### config.mk
export PLATFORM = sky130hd
export DESIGN_NAME = channel_allocation_table
export DESIGN_NICKNAME = d
export VERILOG_FILES = /design/src/rtl/cat_pkg.sv /design/src/rtl/cat_lookup_if.sv /design/src/rtl/cat_entry_decode.sv /design/src/rtl/channel_allocation_table.sv
export SDC_FILE = /design/constraint.sdc
export NUM_CORES = 2
export LEC_CHECK = 0
export ABC_AREA = 1
export BUFFER_PORTS_ARGS = -buffer_cell sky130_fd_sc_hd__buf_2
export CAP_MARGIN = 20
export CORE_MARGIN = 3
export CORE_UTILIZATION = 40
export CTS_CLUSTER_SIZE = 24
export DETAILED_ROUTE_END_ITERATION = 10
export PLACE_DENSITY = 0.64
export SETUP_SLACK_MARGIN = 0.05
export SYNTH_ARGS = -nofsm -noshare
export SYNTH_HDL_FRONTEND = slang
export SYNTH_SLANG_ARGS = --single-unit
### constraint.sdc
create_clock -name clk -period 3.2 [get_ports clk]
set_clock_uncertainty 0.1 [all_clocks]
set_input_delay 0.16 -clock clk [delete_from_list [all_inputs] [get_ports clk]]
set_output_delay 0.16 -clock clk [all_outputs]
set_load 0.05 [all_outputs]
### src/rtl/cat_pkg.sv
// constants shared by the channel allocation table and its entry decoder
package cat_pkg;
    localparam int ENTRY_W = 16;
    localparam int NUM_ENTRIES = 128;
    localparam int PORT_ENTRIES = 64;
    localparam int IDX_W = 7;
    localparam int CHAN_W = 6;
    localparam int LABEL_W = 6;
    localparam int TYPE_W = 3;
    localparam int NUM_PORTS = 2;
    localparam int SERIAL_PORT = 0;
    localparam int HOST_PORT = 1;
    localparam logic [IDX_W-1:0] SERIAL_BASE = 7'h00;
    localparam logic [IDX_W-1:0] HOST_BASE = 7'h40;
    localparam int LABEL_LSB = 0;
    localparam int RSVD_LO_BIT = 7;
    localparam int TYPE_LSB = 8;
    localparam int ENABLE_BIT = 11;
    localparam int DIR_BIT = 12;
    localparam int MUTE_BIT = 13;
    localparam int OPT_BIT = 14;
    localparam int RSVD_HI_BIT = 15;
    localparam logic [ENTRY_W-1:0] ENTRY_STORE_MASK = 16'h7f3f;
    localparam logic [ENTRY_W-1:0] ENTRY_RESET = 16'h0000;
    localparam logic [TYPE_W-1:0] TYPE_SYNC = 3'h0;
    localparam logic [TYPE_W-1:0] TYPE_CTRL = 3'h1;
    localparam logic [TYPE_W-1:0] TYPE_ASYNC = 3'h2;
    localparam logic [TYPE_W-1:0] TYPE_ISO = 3'h3;
    localparam int ADDR_W = 12;
    localparam logic [ADDR_W-1:0] CTRL_ADDR = 12'h200;
    localparam logic [ADDR_W-1:0] STATUS_ADDR = 12'h204;
    localparam logic [31:0] CTRL_RESET = 32'h0000_0001;
    localparam int CTRL_ENABLE_BIT = 0;
    localparam int STAT_SERIAL_ACTIVE_BIT = 0;
    localparam int STAT_HOST_ACTIVE_BIT = 1;
    localparam int STAT_SERIAL_LABEL_LSB = 8;
    localparam int STAT_HOST_LABEL_LSB = 16;
endpackage

### src/rtl/cat_lookup_if.sv
// one table entry and its decoded channel fields
`timescale 1ns/1ps
interface cat_lookup_if (
    input wire logic clk
);
    import cat_pkg::*;
    logic [ENTRY_W-1:0] entry;
    logic routed;
    logic enable;
    logic direction_read;
    logic mute_enable;
    logic iso_option_flag;
    logic sync_option_flag;
    logic [LABEL_W-1:0] connection_label;
    logic [TYPE_W-1:0] channel_type;
    modport table_side (output entry, input routed, enable, direction_read, mute_enable,
        iso_option_flag, sync_option_flag, connection_label, channel_type);
    modport decoder (input clk, input entry, output routed, enable, direction_read, mute_enable,
        iso_option_flag, sync_option_flag, connection_label, channel_type);
endinterface

### src/rtl/cat_entry_decode.sv
// decodes one channel allocation entry into its per-type fields
`timescale 1ns/1ps
module cat_entry_decode (
    cat_lookup_if.decoder dec
);
    import cat_pkg::*;

    logic [TYPE_W-1:0] ctype;
    logic known;

    always_comb begin
        ctype = dec.entry[TYPE_LSB +: TYPE_W];
        known = (ctype == TYPE_SYNC) || (ctype == TYPE_CTRL) ||
                (ctype == TYPE_ASYNC) || (ctype == TYPE_ISO);
        dec.channel_type = ctype;
        dec.routed = known;
        dec.connection_label = known ? dec.entry[LABEL_LSB +: LABEL_W] : '0;
        dec.enable = known && dec.entry[ENABLE_BIT];
        dec.direction_read = known && dec.entry[DIR_BIT];
        // bit 13 means nothing in isochronous entries
        dec.mute_enable = known && (ctype != TYPE_ISO) && dec.entry[MUTE_BIT];
        dec.iso_option_flag = (ctype == TYPE_ISO) && dec.entry[OPT_BIT];
        dec.sync_option_flag = (ctype == TYPE_SYNC) && dec.entry[OPT_BIT];
    end
endmodule

### src/rtl/channel_allocation_table.sv
// channel allocation table: 128 entries behind apb with two channel lookup ports
// Function
// - each entry is found by a fixed physical index of its channel, not software.
// - every entry carries a 6-bit connection label pointing into the descriptor table.
// - indices 0 to 63 belong to the serial media-bus port.
// - indices 64 to 127 belong to the host bus port.
// - label bits 5:0, bit 7 reserved, type 10:8, enable 11, direction 12.
// - type 0 sync, 1 control, 2 async, 3 isochronous, 4 to 7 reserved.
// - enable bit 1 makes the channel active, 0 disables it.
// - direction bit 1 means read channel, 0 means write channel.
// - bit 13 is mute enable except in isochronous entries.
// - bit 14 is iso option or sync option by type; bit 15 reserved.
//
// Our own choices: the address map and register access over APB.
`timescale 1ns/1ps
module channel_allocation_table (
    input wire logic clk,
    input wire logic rst_n,
    input wire logic psel,
    input wire logic penable,
    input wire logic pwrite,
    input wire logic [cat_pkg::ADDR_W-1:0] paddr,
    input wire logic [31:0] pwdata,
    input wire logic [3:0] pstrb,
    output logic [31:0] prdata,
    output logic pready,
    output logic pslverr,
    input wire logic serial_req,
    input wire logic [cat_pkg::CHAN_W-1:0] serial_chan,
    input wire logic host_req,
    input wire logic [cat_pkg::CHAN_W-1:0] host_chan,
    output logic serial_valid,
    output logic serial_active,
    output logic [cat_pkg::LABEL_W-1:0] serial_label,
    output logic [cat_pkg::TYPE_W-1:0] serial_type,
    output logic serial_read,
    output logic serial_mute,
    output logic serial_iso_opt,
    output logic serial_sync_opt,
    output logic host_valid,
    output logic host_active,
    output logic [cat_pkg::LABEL_W-1:0] host_label,
    output logic [cat_pkg::TYPE_W-1:0] host_type,
    output logic host_read,
    output logic host_mute,
    output logic host_iso_opt,
    output logic host_sync_opt
);
    import cat_pkg::*;

    logic [ENTRY_W-1:0] tbl_r [NUM_ENTRIES];
    logic [ENTRY_W-1:0] tbl_nxt [NUM_ENTRIES];
    logic [31:0] ctrl_r, ctrl_nxt;
    logic [31:0] prdata_r, prdata_nxt;
    logic pready_r, pready_nxt;
    logic pslverr_r, pslverr_nxt;

    logic setup_phase;
    logic wr_commit;
    logic tbl_hit;
    logic addr_ok;
    logic [IDX_W-1:0] bus_idx;
    logic [ENTRY_W-1:0] wr_entry;
    logic [31:0] status_w;

    // lookup side, one slot per peripheral port
    logic [NUM_PORTS-1:0] lk_req;
    logic [CHAN_W-1:0] lk_chan [NUM_PORTS];
    logic [IDX_W-1:0] lk_idx [NUM_PORTS];
    logic [NUM_PORTS-1:0] valid_r, valid_nxt;
    logic [NUM_PORTS-1:0] active_r, active_nxt;
    logic [NUM_PORTS-1:0] read_r, read_nxt;
    logic [NUM_PORTS-1:0] mute_r, mute_nxt;
    logic [NUM_PORTS-1:0] iso_r, iso_nxt;
    logic [NUM_PORTS-1:0] sync_r, sync_nxt;
    logic [LABEL_W-1:0] label_r [NUM_PORTS];
    logic [LABEL_W-1:0] label_nxt [NUM_PORTS];
    logic [TYPE_W-1:0] type_r [NUM_PORTS];
    logic [TYPE_W-1:0] type_nxt [NUM_PORTS];
    logic [ENTRY_W-1:0] seen_r [NUM_PORTS];
    logic [ENTRY_W-1:0] lk_entry [NUM_PORTS];

    assign lk_req = {host_req, serial_req};
    assign lk_chan[SERIAL_PORT] = serial_chan;
    assign lk_chan[HOST_PORT] = host_chan;
    // the port fixes the top index bit, the channel number the lower six: software cannot remap
    assign lk_idx[SERIAL_PORT] = SERIAL_BASE | {1'b0, serial_chan};
    assign lk_idx[HOST_PORT] = HOST_BASE | {1'b0, host_chan};

    // apb slave: zero wait states, pready raised for the first access cycle
    always_comb begin
        setup_phase = psel && !penable;
        tbl_hit = (paddr[ADDR_W-1:9] == '0);
        bus_idx = paddr[8:2];
        addr_ok = (paddr[1:0] == 2'b00) && (tbl_hit || paddr == CTRL_ADDR || paddr == STATUS_ADDR);
        wr_commit = psel && penable && pready_r && pwrite && !pslverr_r;
        status_w = '0;
        status_w[STAT_SERIAL_ACTIVE_BIT] = active_r[SERIAL_PORT];
        status_w[STAT_HOST_ACTIVE_BIT] = active_r[HOST_PORT];
        status_w[STAT_SERIAL_LABEL_LSB +: LABEL_W] = label_r[SERIAL_PORT];
        status_w[STAT_HOST_LABEL_LSB +: LABEL_W] = label_r[HOST_PORT];
        pready_nxt = setup_phase;
        pslverr_nxt = setup_phase && !addr_ok;
        prdata_nxt = prdata_r;
        if (setup_phase) begin
            prdata_nxt = '0;
            if (!addr_ok) begin
                prdata_nxt = '0;
            end else if (tbl_hit) begin
                prdata_nxt = {16'h0000, tbl_r[bus_idx]};
            end else if (paddr == CTRL_ADDR) begin
                prdata_nxt = ctrl_r;
            end else begin
                prdata_nxt = status_w;
            end
        end
        ctrl_nxt = ctrl_r;
        if (wr_commit && paddr == CTRL_ADDR && pstrb[0]) begin
            ctrl_nxt = {31'h0, pwdata[CTRL_ENABLE_BIT]};
        end
        // reserved bits 7 and 15 are never stored, so they always read zero
        wr_entry = pwdata[ENTRY_W-1:0] & ENTRY_STORE_MASK;
    end

    always_ff @(posedge clk) begin
        if (!rst_n) begin
            ctrl_r <= CTRL_RESET;
            prdata_r <= '0;
            pready_r <= 1'b0;
            pslverr_r <= 1'b0;
        end else begin
            ctrl_r <= ctrl_nxt;
            prdata_r <= prdata_nxt;
            pready_r <= pready_nxt;
            pslverr_r <= pslverr_nxt;
        end
    end

    // one flop word per entry, byte lanes 0 and 1 carry the entry
    genvar e;
    generate
        for (e = 0; e < NUM_ENTRIES; e++) begin : g_entry
            always_comb begin
                tbl_nxt[e] = tbl_r[e];
                if (wr_commit && tbl_hit && bus_idx == IDX_W'(e)) begin
                    if (pstrb[0]) begin
                        tbl_nxt[e][7:0] = wr_entry[7:0];
                    end
                    if (pstrb[1]) begin
                        tbl_nxt[e][15:8] = wr_entry[15:8];
                    end
                end
            end
            always_ff @(posedge clk) begin
                if (!rst_n) begin
                    tbl_r[e] <= ENTRY_RESET;
                end else begin
                    tbl_r[e] <= tbl_nxt[e];
                end
            end
        end
    endgenerate

    // lookups read the table as it stood before a write in the same cycle
    genvar p;
    generate
        for (p = 0; p < NUM_PORTS; p++) begin : g_port
            cat_lookup_if lk (.clk(clk));
            assign lk_entry[p] = tbl_r[lk_idx[p]];
            assign lk.entry = lk_entry[p];
            cat_entry_decode u_dec (
                .dec(lk.decoder)
            );
            always_comb begin
                valid_nxt[p] = lk_req[p];
                active_nxt[p] = active_r[p];
                read_nxt[p] = read_r[p];
                mute_nxt[p] = mute_r[p];
                iso_nxt[p] = iso_r[p];
                sync_nxt[p] = sync_r[p];
                label_nxt[p] = label_r[p];
                type_nxt[p] = type_r[p];
                if (lk_req[p]) begin
                    // a reserved type or a cleared global enable leaves the channel idle
                    active_nxt[p] = lk.routed && lk.enable && ctrl_r[CTRL_ENABLE_BIT];
                    read_nxt[p] = lk.direction_read;
                    mute_nxt[p] = lk.mute_enable;
                    iso_nxt[p] = lk.iso_option_flag;
                    sync_nxt[p] = lk.sync_option_flag;
                    label_nxt[p] = lk.connection_label;
                    type_nxt[p] = lk.channel_type;
                end
            end
            always_ff @(posedge clk) begin
                if (!rst_n) begin
                    valid_r[p] <= 1'b0;
                    active_r[p] <= 1'b0;
                    read_r[p] <= 1'b0;
                    mute_r[p] <= 1'b0;
                    iso_r[p] <= 1'b0;
                    sync_r[p] <= 1'b0;
                    label_r[p] <= '0;
                    type_r[p] <= '0;
                    seen_r[p] <= '0;
                end else begin
                    valid_r[p] <= valid_nxt[p];
                    active_r[p] <= active_nxt[p];
                    read_r[p] <= read_nxt[p];
                    mute_r[p] <= mute_nxt[p];
                    iso_r[p] <= iso_nxt[p];
                    sync_r[p] <= sync_nxt[p];
                    label_r[p] <= label_nxt[p];
                    type_r[p] <= type_nxt[p];
                    seen_r[p] <= lk_req[p] ? lk_entry[p] : seen_r[p];
                end
            end

        end
    endgenerate

    assign prdata = prdata_r;
    assign pready = pready_r;
    assign pslverr = pslverr_r;
    assign serial_valid = valid_r[SERIAL_PORT];
    assign serial_active = active_r[SERIAL_PORT];
    assign serial_label = label_r[SERIAL_PORT];
    assign serial_type = type_r[SERIAL_PORT];
    assign serial_read = read_r[SERIAL_PORT];
    assign serial_mute = mute_r[SERIAL_PORT];
    assign serial_iso_opt = iso_r[SERIAL_PORT];
    assign serial_sync_opt = sync_r[SERIAL_PORT];
    assign host_valid = valid_r[HOST_PORT];
    assign host_active = active_r[HOST_PORT];
    assign host_label = label_r[HOST_PORT];
    assign host_type = type_r[HOST_PORT];
    assign host_read = read_r[HOST_PORT];
    assign host_mute = mute_r[HOST_PORT];
    assign host_iso_opt = iso_r[HOST_PORT];
    assign host_sync_opt = sync_r[HOST_PORT];
endmodule

==> flow_metrics.py <==
metrics = {
    "route": {
        "drt_iter0_drc": 14000,
        "ant_nets": 0,
        "post_drt_wl_per_cell_um": 25.7,
        "dr.pass1.iters": 7,
        "vias": 86100,
        "totalWireLength_um": 366000,
        "vias_per_cell": 6.05,
        "drc": 0,
    },
    "cts": {
        "clkLatencyLatePin_ps": 860,
        "cts_made_buffers": 186,
        "clock_sinks": 1716,
        "cts_tree": "yes",
        "path_clk_slew_ps": 60,
        "cts-root-buf": "clkbuf_16",
        "clk_path_buf_depth": 3,
        "h-tree-depth": 4,
    },
    "pwr": {
        "vdd_ir_drop_max_mv": 0.393,
        "p_sw_share_pct": 26.7,
        "p_int_mw": 39.4,
        "power.share.sequential_pct": 47.6,
        "p_per_area_nw_per_um2": 519,
        "p_total_mw": 53.7,
        "clkPwrFrac_pct": 41.3,
        "p_sw_mw": 14.3,
        "cellLeakagePower_nw": 41.7,
        "combPwrFrac_pct": 11.1,
    },
    "sta": {
        "relSlewSlack_pct": 32.4,
        "tightest_slew_ps": 1010,
        "drv_slew": 0,
        "post-route-period-util_pct": 94.4,
        "fin_ws_ps": 179,
        "clock.fmax_mhz": 331,
        "setup_viol": 0,
        "hold_viol": 0,
        "finalCriticalPeriod_ps": 3020,
        "grt_setup_unrepaired": "no",
    },
    "floorplanning": {
        "initial_utilization_pct": 40.4,
        "ioPinCount": 131,
        "rows": 174,
        "die_w_um": 483,
        "core_area_um2": 226000,
        "die_area_um2": 234000,
        "die_h_um": 483,
    },
    "layout": {
        "nets": 11100,
        "fin_area_um2": 104000,
        "n_fill_cell": 21500,
        "multi_input_area_um2": 36300,
        "area_delta_synth_final_pct": 13.6,
        "drive_gt1_share_pct": 8.11,
        "regArea_um2": 51000,
    },
    "placement": {
        "numPortBuffers": 96,
        "dpl_cell_area_um2": 97000,
        "post-place-ws_ps": -16.5,
        "dpl.hpwl_um": 235000,
        "gp_congestion": 0.992,
    },
    "yosys": {
        "postSynthCellCount": 11200,
        "ys_seq_area_share_pct": 56.0,
        "yosysUniqueCellTypes": 28,
        "ys_ff_latch": 1716,
        "yosys.area.top_type_share_pct": 54.8,
        "synth_top_area_cell": "edfxtp_1",
        "yosysWarnings": 0,
        "syn_avg_cell_area_um2": 8.17,
        "synth_area_um2": 91100,
        "synthTopCellsByArea": "edfxtp_1 (55%), nand2_1 (16%), nand3_1 (9.4%)",
    },
    "grt": {
        "gr-total-overflow": 0,
        "grt_max_degree": 134,
        "grt_pass1_wl_um": 529000,
        "grt.total_usage_pct": 30.1,
        "antenna_found_initial": 17,
        "grt_pass1_vias": 80100,
    },
    "worst_setup_path": {
        "cp_max_fo": 10,
        "startpoint_type": "input port",
        "end_kind": "flip-flop",
        "critPathRequiredTime_ps": 3600,
        "arrival_ps": 3420,
        "crit_type": "input port to flip-flop",
    },
    "run": {
        "timing.max_cap.violations": 0,
    },
    "status": {
        "outcome": "completed",
    },
    "min_path": {
        "hp-class": "input port to flip-flop",
    },
}
[registers in the layout, summed over array words and instances, names as in the netlist, 6 cells and up]
register  count
label_r      12
prdata       19
tbl_r      1664
type_r        6
[kinds of logic (layout without fill, tap and decap cells)]
logic type	count (synthesis)	in the layout	synth area share, %
other	1	21	0.00412
AND/OR/NAND/NOR	7990	7990	36.2
flip-flops	1716	1716	56.0
buffers and inverters	965	1010	4.36
AO/OA/AOI/OAI	486	486	3.48
[routing by layer]
layer / global-route usage (%) / wire length (um) / up-vias
met5: 0 / 28 / -
met4: 16.3 / 22000 / 4
met3: 7.05 / 46300 / 1081
met2: 45.9 / 160000 / 6323
met1: 39.8 / 137000 / 41200
li1: - / - / 37500
[timing repair]
action,in CTS,in global routing
setup buffers,0,1
hold buffers,34,0
setup endpoints to repair,0,33
endpoints found under the hold margin,874,0
resized for setup,0,4
[power groups by stage]
stage	Clock, mW	Sequential (mW)	Combinational, mW
6_report	22.2	25.5	5.99
5_1_grt	23.2	25.6	6.26
4_1_cts	22.3	25.5	5.78
3_5_place_dp	0	26.0	5.74
3_3_place_gp	0	26.0	5.69
2_1_floorplan	0	25.9	3.22
[cell usage after synthesis]
library cell and instances:
o22ai_1 32, nand4_1 281, nor2_8 2, nor2_1 1967
dfxtp_1 52, nand2_1 4002, inv_2 18, a21oi_1 75
edfxtp_1 1664, inv_1 51, o21a_1 2, clkbuf_1 513
nand3_1 1715, o21ai_0 95, nor3_2 7, nor2_4 1
nor2_2 8, nor3_1 6, a22oi_1 275, buf_4 16
o211ai_1 2, buf_1 130, buf_2 233, conb_1 1
a31oi_1 2, o21ai_1 3, or2_2 1, clkinv_1 4
[placed cells by master (no fill, tap or decap), drive strengths merged, types with 32 or more instances in the layout]
cell and instances:
buf 560, nand3 1715, dfxtp 52, dlygate4sd3 33
edfxtp 1664, clkinv 59, inv 78, o22ai 32
nand2 4002, a21oi 75, nor2 1978, o21ai 98
a22oi 275, nand4 281, clkbuf 252
[critical path, stage by stage]
cell           delay [ps]
dlygate4sd3_1         540
buf_2                 120
nor2_1                120
dlygate4sd3_1         570
nand2_1                70
inv_1                 120
nand2_1                70
buf_4                 220
nor3_2                180
buf_4                 450
nand3_2               360
nand2_1               390
[metrics by stage]
step                      TNS (ps)  cells  hold WS (ps)  util (%)
final                            0  14200          78.0      45.9
after CTS                        0  14200          27.0      45.8
after detailed placement      -115  13800           356      43.0
after floorplan                  0  11200           153         -
after global placement           0  13800           351      43.0
after global routing             0  14200          81.4      45.9
[cell type report]
class                           instances  area share, %
Sequential cell                      1716           49.3
Multi-Input combinational cell       8489           35.1
Clock buffer                          252           4.90
Tap cell                             2992           3.62
Clock inverter                         92           1.06
Timing Repair Buffer                  593           5.67
Inverter                               73          0.354
Antenna cell                            8         0.0193
[final timing paths]
kind         startpoint             to  slack (ps)  cells past startpoint
max           paddr[10]  tbl_r[119][0]         180                     12
min            paddr[1]     prdata[21]          80                      8
max reg2reg      pready  tbl_r[119][0]         490                      8
min reg2reg  prdata[18]     prdata[18]         360                      2
Note: power is estimated with default switching activity, not from simulation.
